===== src/design/user_feature_config_pkg.sv =====
// Package: command codes, field layout and reset values of the feature registers
package user_feature_config_pkg;

  localparam logic [7:0] CMD_USER_FEATURE_CONFIG = 8'hd1;
  localparam logic [7:0] CMD_INPUT_CURRENT_CAL_GAIN = 8'hd2;

  localparam logic [15:0] USER_FEATURE_CONFIG_RESET = 16'h0402;
  localparam logic [15:0] INPUT_CURRENT_CAL_GAIN_RESET = 16'hc200;

  localparam int MIN_DUTY_MSB = 15;
  localparam int MIN_DUTY_LSB = 11;
  localparam int DRIVER_STAGE_BIT = 10;
  localparam int MIN_DUTY_EN_BIT = 7;
  localparam int MARGIN_RATIO_EN_BIT = 4;
  localparam int PG_PUSH_PULL_BIT = 2;
  localparam int EXT_TEMP_EN_BIT = 1;
  localparam int EXT_TEMP_FAULT_BIT = 0;

  localparam int CAL_EXP_MSB = 15;
  localparam int CAL_EXP_LSB = 11;
  localparam int CAL_MANT_MSB = 10;

  // Duty is expressed in 1/512 steps
  localparam int DUTY_WIDTH = 9;

  typedef struct packed {
    logic [4:0] min_duty_code;
    logic driver_stage_mode;
    logic min_duty_en;
    logic margin_ratio_en;
    logic pg_push_pull;
    logic ext_temp_en;
    logic ext_temp_fault_sel;
  } feature_fields_type;

  typedef struct packed {
    logic signed [4:0] exponent;
    logic signed [10:0] mantissa;
  } linear11_type;

endpackage


===== src/design/linear11_unpack.sv =====
// Module: splits a linear-11 word into signed exponent and mantissa
`timescale 1ns/1ps
module linear11_unpack (
  input wire logic [15:0] word,
  output user_feature_config_pkg::linear11_type fields
);

  // Value is mantissa times two to the exponent
  assign fields.exponent = $signed(word[user_feature_config_pkg::CAL_EXP_MSB:
                                        user_feature_config_pkg::CAL_EXP_LSB]); // [RQ10]
  assign fields.mantissa = $signed(word[user_feature_config_pkg::CAL_MANT_MSB:0]); // [RQ10]

endmodule


===== src/design/user_feature_config_regs.sv =====
// Module: user feature and input-current calibration command registers
// Summary of operation
// [RQ1] Minimum duty equals two times (code+1) over 512
// [RQ2] Duty clamp acts only while bit 7 set
// [RQ3] Bit 10 clear: separate direct gate drives
// [RQ4] Bit 10 set: low enables stage, high is PWM
// [RQ5] Bit 4 selects margin-ratio levels for margining
// [RQ6] Bit 2: power-good open-drain or push-pull
// [RQ7] Bit 1 enables external temperature readout
// [RQ8] Bit 0 picks external sensor for faults
// [RQ9] Feature register 16-bit read/write, resets 0402h
// [RQ10] Cal gain is linear-11, signed exponent and mantissa
// [RQ11] Cal gain is the 25 C sense impedance
// [RQ12] Cal gain read/write, resets C200h, two milliohms
// [RQ13] Host writes zeros to unused bits
`timescale 1ns/1ps
module user_feature_config_regs #(
  parameter int TEMP_WIDTH = 16,
  parameter int MARGIN_WIDTH = 16
) (
  input wire logic sys_clk,
  input wire logic rst,
  input wire logic [7:0] cmd_code,
  input wire logic cmd_write,
  input wire logic cmd_read,
  input wire logic [15:0] cmd_wdata,
  input wire logic write_protect,
  output logic [15:0] cmd_rdata,
  output logic cmd_rvalid,
  output logic cmd_unsupported,
  input wire logic [user_feature_config_pkg::DUTY_WIDTH-1:0] duty_request,
  output logic [user_feature_config_pkg::DUTY_WIDTH-1:0] duty_applied,
  input wire logic high_side_cmd,
  input wire logic low_side_cmd,
  input wire logic stage_enable_cmd,
  output logic high_side_gate_out,
  output logic low_side_gate_out,
  input wire logic [MARGIN_WIDTH-1:0] margin_high_ratio_level,
  input wire logic [MARGIN_WIDTH-1:0] margin_low_ratio_level,
  input wire logic [MARGIN_WIDTH-1:0] margin_high_fixed_level,
  input wire logic [MARGIN_WIDTH-1:0] margin_low_fixed_level,
  output logic [MARGIN_WIDTH-1:0] margin_high_level,
  output logic [MARGIN_WIDTH-1:0] margin_low_level,
  input wire logic power_good_status,
  output logic power_good_out,
  output logic power_good_oe,
  output logic external_temp_sensor_en,
  input wire logic [TEMP_WIDTH-1:0] internal_temp,
  input wire logic [TEMP_WIDTH-1:0] external_temp_sensor,
  output logic [TEMP_WIDTH-1:0] fault_temp,
  output user_feature_config_pkg::linear11_type sense_impedance
);

  initial begin
    if (TEMP_WIDTH < 1 || MARGIN_WIDTH < 1) begin
      $error("Widths must be at least one bit");
    end
  end

  logic [15:0] feature_reg;
  logic [15:0] feature_next;
  logic [15:0] cal_gain_reg;
  logic [15:0] cal_gain_next;
  logic [15:0] rdata_reg;
  logic [15:0] rdata_next;
  logic rvalid_reg;
  logic unsupported_reg;
  logic unsupported_next;
  logic [user_feature_config_pkg::DUTY_WIDTH-1:0] duty_reg;
  logic high_reg;
  logic low_reg;
  logic [MARGIN_WIDTH-1:0] margin_high_reg;
  logic [MARGIN_WIDTH-1:0] margin_low_reg;
  logic pg_out_reg;
  logic pg_oe_reg;
  logic [TEMP_WIDTH-1:0] fault_temp_reg;
  user_feature_config_pkg::feature_fields_type feat;
  user_feature_config_pkg::linear11_type cal_fields;
  user_feature_config_pkg::linear11_type impedance_reg;

  // Command decode
  wire hit_feature = cmd_code == user_feature_config_pkg::CMD_USER_FEATURE_CONFIG;
  wire hit_cal = cmd_code == user_feature_config_pkg::CMD_INPUT_CURRENT_CAL_GAIN;
  wire hit_any = hit_feature | hit_cal;
  // Protected writes are dropped silently, as the bus layer flags them itself
  wire write_ok = cmd_write & ~write_protect;

  // Unused bits are stored and echoed, never acted on
  assign feature_next = (write_ok && hit_feature) ? cmd_wdata : feature_reg; // [RQ9] [RQ13]
  assign cal_gain_next = (write_ok && hit_cal) ? cmd_wdata : cal_gain_reg; // [RQ12]
  assign rdata_next = !cmd_read ? rdata_reg :
                      hit_feature ? feature_reg :
                      hit_cal ? cal_gain_reg : 16'h0000;
  assign unsupported_next = (cmd_read | cmd_write) & ~hit_any;

  // Field extraction
  assign feat.min_duty_code = feature_reg[user_feature_config_pkg::MIN_DUTY_MSB:
                                          user_feature_config_pkg::MIN_DUTY_LSB];
  assign feat.driver_stage_mode = feature_reg[user_feature_config_pkg::DRIVER_STAGE_BIT];
  assign feat.min_duty_en = feature_reg[user_feature_config_pkg::MIN_DUTY_EN_BIT];
  assign feat.margin_ratio_en = feature_reg[user_feature_config_pkg::MARGIN_RATIO_EN_BIT];
  assign feat.pg_push_pull = feature_reg[user_feature_config_pkg::PG_PUSH_PULL_BIT];
  assign feat.ext_temp_en = feature_reg[user_feature_config_pkg::EXT_TEMP_EN_BIT];
  assign feat.ext_temp_fault_sel = feature_reg[user_feature_config_pkg::EXT_TEMP_FAULT_BIT];

  // Floor in 1/512 units is 2*(code+1); at most 64 so nine bits suffice
  wire [user_feature_config_pkg::DUTY_WIDTH-1:0] min_duty =
    {3'h0, feat.min_duty_code, 1'b0} + 9'h002; // [RQ1]
  wire clamp_active = feat.min_duty_en && (duty_request < min_duty); // [RQ2]
  wire [user_feature_config_pkg::DUTY_WIDTH-1:0] duty_sel =
    clamp_active ? min_duty : duty_request; // [RQ2]

  // Gate pin roles
  wire high_sel = high_side_cmd; // [RQ3] [RQ4]
  wire low_sel = feat.driver_stage_mode ? stage_enable_cmd : low_side_cmd; // [RQ3] [RQ4]

  // Margin source
  wire [MARGIN_WIDTH-1:0] margin_high_sel =
    feat.margin_ratio_en ? margin_high_ratio_level : margin_high_fixed_level; // [RQ5]
  wire [MARGIN_WIDTH-1:0] margin_low_sel =
    feat.margin_ratio_en ? margin_low_ratio_level : margin_low_fixed_level; // [RQ5]

  // Open-drain only pulls low; push-pull drives both levels
  wire pg_out_sel = feat.pg_push_pull ? power_good_status : 1'b0; // [RQ6]
  wire pg_oe_sel = feat.pg_push_pull | ~power_good_status; // [RQ6]

  wire [TEMP_WIDTH-1:0] temp_sel =
    feat.ext_temp_fault_sel ? external_temp_sensor : internal_temp; // [RQ8]

  linear11_unpack cal_unpack (
    .word(cal_gain_reg),
    .fields(cal_fields)
  );

  always_ff @(posedge sys_clk or posedge rst) begin
    if (rst) begin
      feature_reg <= user_feature_config_pkg::USER_FEATURE_CONFIG_RESET; // [RQ9]
      cal_gain_reg <= user_feature_config_pkg::INPUT_CURRENT_CAL_GAIN_RESET; // [RQ12]
      rdata_reg <= 16'h0000;
      rvalid_reg <= 1'b0;
      unsupported_reg <= 1'b0;
    end else begin
      feature_reg <= feature_next;
      cal_gain_reg <= cal_gain_next;
      rdata_reg <= rdata_next;
      rvalid_reg <= cmd_read;
      unsupported_reg <= unsupported_next;
    end
  end

  always_ff @(posedge sys_clk or posedge rst) begin
    if (rst) begin
      duty_reg <= '0;
      high_reg <= 1'b0;
      low_reg <= 1'b0;
      margin_high_reg <= '0;
      margin_low_reg <= '0;
      pg_out_reg <= 1'b0;
      pg_oe_reg <= 1'b1;
      fault_temp_reg <= '0;
      // Mirrors the reset word so the current path sees the default gain at once
      impedance_reg <= user_feature_config_pkg::INPUT_CURRENT_CAL_GAIN_RESET; // [RQ11]
    end else begin
      duty_reg <= duty_sel;
      high_reg <= high_sel;
      low_reg <= low_sel;
      margin_high_reg <= margin_high_sel;
      margin_low_reg <= margin_low_sel;
      pg_out_reg <= pg_out_sel;
      pg_oe_reg <= pg_oe_sel;
      fault_temp_reg <= temp_sel;
      impedance_reg <= cal_fields; // [RQ11]
    end
  end

  assign cmd_rdata = rdata_reg;
  assign cmd_rvalid = rvalid_reg;
  assign cmd_unsupported = unsupported_reg;
  assign duty_applied = duty_reg;
  assign high_side_gate_out = high_reg;
  assign low_side_gate_out = low_reg;
  assign margin_high_level = margin_high_reg;
  assign margin_low_level = margin_low_reg;
  assign power_good_out = pg_out_reg;
  assign power_good_oe = pg_oe_reg;
  assign external_temp_sensor_en = feat.ext_temp_en; // [RQ7]
  assign fault_temp = fault_temp_reg;
  // Impedance in milliohms at 25 C for the input-current computation
  assign sense_impedance = impedance_reg; // [RQ11]

endmodule


===== config.mk =====
export PLATFORM = sky130hd
export DESIGN_NAME = user_feature_config_regs
export DESIGN_NICKNAME = d
export VERILOG_FILES = /design/src/design/user_feature_config_pkg.sv /design/src/design/linear11_unpack.sv /design/src/design/user_feature_config_regs.sv
export SDC_FILE = /design/constraint.sdc
export NUM_CORES = 1
export LEC_CHECK = 0
export ABC_CLOCK_PERIOD_IN_PS = 7900
export BUFFER_PORTS_ARGS = -buffer_cell sky130_fd_sc_hd__buf_4
export CORE_MARGIN = 8
export CORE_UTILIZATION = 50
export DETAILED_ROUTE_END_ITERATION = 16
export PLACE_DENSITY = 0.92
export SLEW_MARGIN = 10
export SYNTH_ARGS = -nofsm -noshare
export SYNTH_HDL_FRONTEND = slang
export SYNTH_SLANG_ARGS = --single-unit

===== constraint.sdc =====
create_clock -name sys_clk -period 7.9 [get_ports sys_clk]
set_input_delay 1.975 -clock sys_clk [delete_from_list [all_inputs] [get_ports sys_clk]]
set_output_delay 1.975 -clock sys_clk [all_outputs]
set_load 0.01 [all_outputs]

==> out/metrics.csv, run 1 <==
stage,metric,value,unit
timing,final hold violations,0,
floorplan,die height,115,µm
cts,PostCTS Resize Cnt,0,
power_and_ir_drop,P per Cell Area,214,mW/mm²
power_and_ir_drop,Comb power frac,0.093,
route,initial DRC count,161,
cts,CTS root buf,clkbuf_8,
power_and_ir_drop,sw power,328,µW
timing,total negative setup slack,0,ns
grt,Global Route Usage Sum,0.213,
grt,largest net degree at the start of global routing,92,
worst_setup_path,Crit path largest cell delay,0.48,ns
worst_setup_path,"Slowest-stage cell, CP",a31oi_2,
worst_setup_path,WS Path Type,input pin to flop,
logic_synthesis,Mapped Cells,302,
route,WL final,13700,µm
flow_run,Max-Cap Viols,0,
worst_setup_path,Worst Path Required,8.29,ns
layout,area grow syn2layout,49.2,%
power_and_ir_drop,PnR Total Power,1.57,mW
logic_synthesis,Post-synth ARST share,1.00,
power_and_ir_drop,internal power,1.24,mW
timing,share of the cycle needed by the critical path after routing,0.402,
timing,clock skew,0.00533,ns
logic_synthesis,"Distinct cells, synth",32,
timing,Min Hold Slack,0.377,ns
floorplan,I/O pins,234,
grt,grt total ovfl,0,
cts,"Reg clk slew, reported paths",0.06,ns
logic_synthesis,Synth Cell Area,0.00493,mm²
layout,nets,685,
logic_synthesis,Yosys top cell area share,0.599,
timing,RSZ-0062 raised after global routing,no,
floorplan,area of the die,0.0133,mm²
worst_setup_path,CP endpoint kind,flop,
power_and_ir_drop,clock share of power,0.471,
placed_design,Placed Cells,655,
placed_design,Placed Instance Area,0.00678,mm²
floorplan,Row Count,36,
logic_synthesis,YS warnings,0,
worst_setup_path,CP arrival,3.57,ns
route,wire per inst,19.9,µm
route,DRT antenna net count,0,
logic_synthesis,"EDFF count, synth",0,
timing,PnR worst setup slack,4.73,ns
timing,worst slew pin tran,0.807,ns
timing,fmax,0.315,GHz
cts,CTS Hold Buffers Added,0,
power_and_ir_drop,Sw Ratio,0.209,
cts,TritonCTS clock tree,yes,
grt,first-pass GRT wire length,21200,µm
placed_design,RePlAce Congestion,0.889,
run_status,status,"finished, final reports clean",
logic_synthesis,Yosys reg bits,127,
worst_setup_path,worst-path cell chain,buf_4 -> ha_1 -> a21oi_1 -> o21ai_0 -> a31oi_2 -> mux2_2,
placed_design,DP Worst Slack,4.22,ns
floorplan,Initial Util,0.509,
logic_synthesis,largest area contributor in the netlist,dfrtp_1,
cts,Max Root-Sink Buffers,2,
route,routed via count,3451,
grt,antenna violations before repair,0,
route,drt first pass iters,4,
layout,final core utilization,0.759,
power_and_ir_drop,Max VDD drop,0.000132,V
timing,crit path time final,3.17,ns
layout,layout cell share with drive strength beyond 1,0.650,
power_and_ir_drop,Leak,3.76,nW
placed_design,dpl hpwl,10300,µm
logic_synthesis,main area contributors after synthesis,"dfrtp_1 (60%), mux2_2 (14%), mux2_4 (6.1%)",
logic_synthesis,sequential share of the synthesized area,0.647,
cts,CTS Buf Count,17,
layout,post-route cell area,0.00735,mm²
floorplan,Chip Width,115,µm
placed_design,I/O Buffers,233,
min_path,worst hold path type,flop to flop,
logic_synthesis,"Primary FF master, synth",dfrtp_1,
route,Vias/cell,5.02,
worst_setup_path,Critical Path Fanout Max,7,
cts,# clock sinks,127,
layout,Ant. Diodes,0,
cts,post-CTS setup repair buffer count,0,
power_and_ir_drop,Flop pwr share,0.436,
timing,Slew headroom,0.462,
cts,CTS H-tree depth,4,
timing,# setup viols final,0,
floorplan,Core Region,0.00968,mm²
layout,Final Non-Filler Cells,687,
grt,vias in the first global route,3959,
worst_setup_path,CP startpoint kind,input pin,
logic_synthesis,Post-Syn Area per Cell,16.3,µm²
timing,Final Max Slew Viols,0,
cts,"Clk Latency, worst-skew pair",0.51,ns
logic_synthesis,synthesized net count,446,
route,DRC,0,
[power by group through the flow]
stage	clock [mW]	combinational [mW]	sequential [mW]
global placement	0	0.144	0.695
finish	0.740	0.146	0.686
global route	0.786	0.158	0.688
floorplan	0	0.0422	0.704
detailed placement	0	0.148	0.697
CTS	0.751	0.149	0.686
[logic make-up after synthesis]
kind of cell    synth area share
flops                      0.647
fa+ha+maj                 0.0152
mux                        0.213
simple gates              0.0559
xor+xnor                 0.00533
compound gates            0.0411
buf+inv                   0.0223
[layout make-up]
| type | instances | area (µm²) |
|---|---|---|
| Timing Repair Buffer | 235 | 1770 |
| Sequential cell | 127 | 3190 |
| Fill cell | 603 | 2330 |
| Multi-Input combinational cell | 153 | 1630 |
| Clock inverter | 7 | 85.1 |
| Inverter | 7 | 28.8 |
| Clock buffer | 25 | 484 |
| Tap cell | 133 | 166 |
[cells in the final DEF (no fill, tap or decap), drive strengths merged, types with 3 or more instances in the layout]
cell type / netlist / layout
nand3: 3 / 3
and3: 3 / 3
buf: 7 / 235
a221o: 16 / 16
mux2i: 5 / 5
nand4b: 3 / 3
nor2b: 18 / 18
ha: 6 / 6
mux2: 82 / 82
clkbuf: 8 / 25
dfrtp: 118 / 118
inv: 7 / 7
clkinv: 0 / 5
dfstp: 9 / 9
[routing by layer]
| layer | part of all wire | vias to the layer above | routed length, µm | GRT usage |
|---|---|---|---|---|
| met5 | 0 | - | 0 | 0 |
| met4 | 0.014 | 0 | 194 | 0.0701 |
| met3 | 0.10 | 19 | 1370 | 0.0924 |
| met2 | 0.53 | 164 | 7250 | 0.378 |
| met1 | 0.36 | 1711 | 4860 | 0.220 |
| li1 | - | 1557 | - | - |
[cells in the mapped netlist, types with 2 or more instances]
master	count
buf_6	2
nor2b_1	18
nand4b_4	3
mux2_2	62
dfrtp_1	118
mux2_4	20
buf_4	2
clkbuf_1	6
clkbuf_2	2
a221o_1	16
dfstp_2	9
xor2_1	2
and3_1	3
o21ai_0	2
mux2i_1	5
inv_1	7
nand2_1	2
nand3_1	3
buf_2	2
ha_1	6
[worst max-delay path, delay by kind of cell]
kind                     cells  cell delay [ns]
AO/OA/AOI/OAI                3             0.79
adder cells (fa/ha/maj)      1             0.30
buffers and inverters        1             0.11
multiplexers                 1             0.39
[path summary, 6_finish.rpt]
check / from / to / slack [ns] / cells past startpoint
setup / recovery: duty_request[4] / duty_applied[2] / 4.73 / 6
hold / removal: cal_gain_reg[9] / sense_impedance[9] / 0.38 / 0
min in group asynchronous: rst / duty_applied[1] / 1.48 / 2
setup reg to reg: feature_reg[11] / duty_applied[2] / 5.44 / 7
max in group asynchronous: rst / high_side_gate_out / 5.27 / 3
hold reg to reg: cal_gain_reg[9] / sense_impedance[9] / 0.38 / 0
No activity file was read; power rests on OpenSTA's default activity.
==> run 2, diff against run 1 <==
Settings changed: ABC_CLOCK_PERIOD_IN_PS 7900 to 3050, CORE_UTILIZATION 50 to 46, PLACE_DENSITY 0.92 to 0.86.
Clock period 7.9 ns to 3.05 ns, I/O delays scaled along.
==> out/metrics.csv, run 2 (synthesis results as in run 1) <==
stage,metric,value,unit,change
run_status,status,"finished, final reports clean",,unchanged
worst_setup_path,R2R Path End,duty_applied[2],,unchanged
timing,worst slew pin tran,0.789,ns,was 0.807 ns
worst_setup_path,Worst R2R Setup Slack,0.66,ns,was 5.44 ns
worst_setup_path,Worst Path Required,3.44,ns,was 8.29 ns
timing,Final Max Slew Viols,0,,unchanged
grt,largest net degree at the start of global routing,49,,was 92
worst_setup_path,CP arrival,2.78,ns,was 3.57 ns
power_and_ir_drop,sw power,904,µW,was 328 µW
route,DRT antenna net count,0,,unchanged
power_and_ir_drop,Flop pwr share,0.420,,was 0.436
layout,most frequent cells in the layout,"buf_4 (234), dfrtp_1 (118), mux2_2 (62)",,unchanged
power_and_ir_drop,Max VDD drop,0.000358,V,was 0.000132 V
timing,Min Hold Slack,0.363,ns,was 0.377 ns
cts,CTS H-tree depth,4,,unchanged
floorplan,I/O pins,234,,unchanged
cts,PostCTS Resize Cnt,0,,unchanged
power_and_ir_drop,Leak,3.78,nW,was 3.76 nW
route,wire per inst,19.7,µm,was 19.9 µm
layout,nets,686,,was 685
timing,crit path time final,2.39,ns,
power_and_ir_drop,Sw Ratio,0.214,,was 0.209
timing,total negative setup slack,0,ns,unchanged
floorplan,Chip Width,119,µm,was 115 µm
floorplan,Row Count,37,,was 36
cts,TritonCTS clock tree,yes,,unchanged
layout,final core utilization,0.717,,was 0.759
worst_setup_path,Critical Path Fanout Max,7,,unchanged
layout,area grow syn2layout,50.8,%,was 49.2%
worst_setup_path,RR Startpoint,feature_reg[11],,unchanged
power_and_ir_drop,Comb power frac,0.090,,was 0.093
cts,CTS Hold Buffers Added,0,,unchanged
placed_design,Placed Instance Area,0.00681,mm²,was 0.00678 mm²
worst_setup_path,WS Path Type,flop to flop,,was input pin to flop
min_path,Worst Hold Depth,1,,was 0
grt,vias in the first global route,3891,,was 3959
route,WL final,13600,µm,was 13700 µm
power_and_ir_drop,internal power,3.33,mW,was 1.24 mW
cts,"Reg clk slew, reported paths",0.06,ns,about the same
route,initial DRC count,154,,was 161
grt,antenna violations before repair,0,,unchanged
timing,fmax,0.419,GHz,
placed_design,RePlAce Congestion,0.799,,was 0.889
min_path,worst hold path type,input pin to flop,,was flop to flop
layout,layout cell share with drive strength beyond 1,0.658,,was 0.650
placed_design,dpl hpwl,10300,µm,about the same
min_path,min-delay src,high_side_cmd,,was cal_gain_reg[9]
route,drt first pass iters,4,,unchanged
timing,RSZ-0062 raised after global routing,no,,unchanged
grt,grt total ovfl,0,,unchanged
floorplan,area of the die,0.0143,mm²,was 0.0133 mm²
power_and_ir_drop,PnR Total Power,4.23,mW,was 1.57 mW
timing,# setup viols final,0,,unchanged
layout,"commonest non-fill, non-tap cell in the layout",buf_4,,unchanged
worst_setup_path,R2R depth,7,,unchanged
floorplan,die height,119,µm,was 115 µm
cts,"Clk Latency, worst-skew pair",0.51,ns,about the same
cts,post-CTS setup repair buffer count,0,,unchanged
flow_run,Max-Cap Viols,0,,unchanged
timing,Slew headroom,0.473,,was 0.462
placed_design,I/O Buffers,233,,unchanged
route,routed via count,3394,,was 3451
floorplan,Initial Util,0.475,,was 0.509
timing,share of the cycle needed by the critical path after routing,0.783,,
cts,# clock sinks,127,,unchanged
route,DRC,0,,unchanged
worst_setup_path,CP startpoint kind,flop,,was input pin
cts,CTS Buf Count,17,,unchanged
min_path,hold endpoint,high_side_gate_out,,was sense_impedance[9]
grt,Global Route Usage Sum,0.189,,was 0.213
timing,final hold violations,0,,unchanged
floorplan,Core Region,0.0104,mm²,was 0.00968 mm²
power_and_ir_drop,clock share of power,0.490,,was 0.471
timing,clock skew,0.00552,ns,was 0.00533 ns
grt,first-pass GRT wire length,21200,µm,about the same
power_and_ir_drop,P per Cell Area,570,mW/mm²,was 214 mW/mm²
layout,Layout fillers,685,,was 603
cts,Max Root-Sink Buffers,2,,unchanged
route,Vias/cell,4.91,,was 5.02
cts,CTS root buf,clkbuf_8,,unchanged
worst_setup_path,CP endpoint kind,flop,,unchanged
layout,Ant. Diodes,0,,unchanged
layout,post-route cell area,0.00743,mm²,was 0.00735 mm²
## run 2: changes by cell type in the layout (fill, tap and decap cells not counted), moves of 2 or more
cell	delta
buf_12	+2
clkbuf_8	-3
clkinvlp_4	+3
clkbuf_1	-4
clkinv_4	+3
bufinv_16	+2
## run 2: layout make-up
cell class                 count  area [µm²]  share of cell area
clock buffer                  18         428              0.0576
inverter                       7        30.0             0.00404
sequential                   127        3190               0.429
multi-input combinational    153        1630               0.219
clock inverter                14         190              0.0256
timing repair buffer         236        1800               0.242
tap                          136         170              0.0229
## run 2: routing by layer
| layer | vias to the layer above | wire, µm | track usage |
|---|---|---|---|
| met2 | 167 | 7170 | 0.335 |
| met3 | 23 | 1170 | 0.0783 |
| li1 | 1552 | - | - |
| met1 | 1652 | 5030 | 0.197 |
| met5 | - | 0 | 0 |
| met4 | 0 | 253 | 0.0695 |
## run 2: worst max-delay path by stage
stage | from | end | slack (ns) | depth (start not counted)
floorplan | rst | cal_gain_reg[0] | 0.73 | 1
global placement | duty_request[2] | duty_applied[2] | 0.63 | 6
detailed placement | duty_request[6] | duty_applied[2] | 0.59 | 6
CTS | feature_reg[11] | duty_applied[2] | 0.67 | 7
global route | feature_reg[11] | duty_applied[2] | 0.54 | 7
finish | feature_reg[11] | duty_applied[2] | 0.66 | 7
## run 2: metrics by stage
| stage | cells | worst slack (ns) |
|---|---|---|
| finish | 691 | 0.661 |
| global route | 691 | 0.537 |
| CTS | 691 | 0.669 |
| detailed placement | 659 | 0.589 |
| global placement | 659 | 0.628 |
| floorplan | 302 | 0.728 |
## run 2: worst max-delay path: stages (launching register included)
cell      delay (ns)
dfrtp_1         0.45
ha_1            0.26
xnor2_1         0.21
ha_1            0.27
o211ai_1        0.09
o21ai_0         0.13
a31oi_2         0.48
mux2_2          0.39
## run 2: power by group through the flow
| stage | registers, mW | logic, mW | clock network (mW) |
|---|---|---|---|
| after floorplan | 1.82 | 0.110 | 0 |
| after global placement | 1.80 | 0.376 | 0 |
| after detailed placement | 1.81 | 0.387 | 0 |
| after CTS | 1.78 | 0.389 | 2.11 |
| after global routing | 1.78 | 0.414 | 2.19 |
| final | 1.78 | 0.382 | 2.08 |
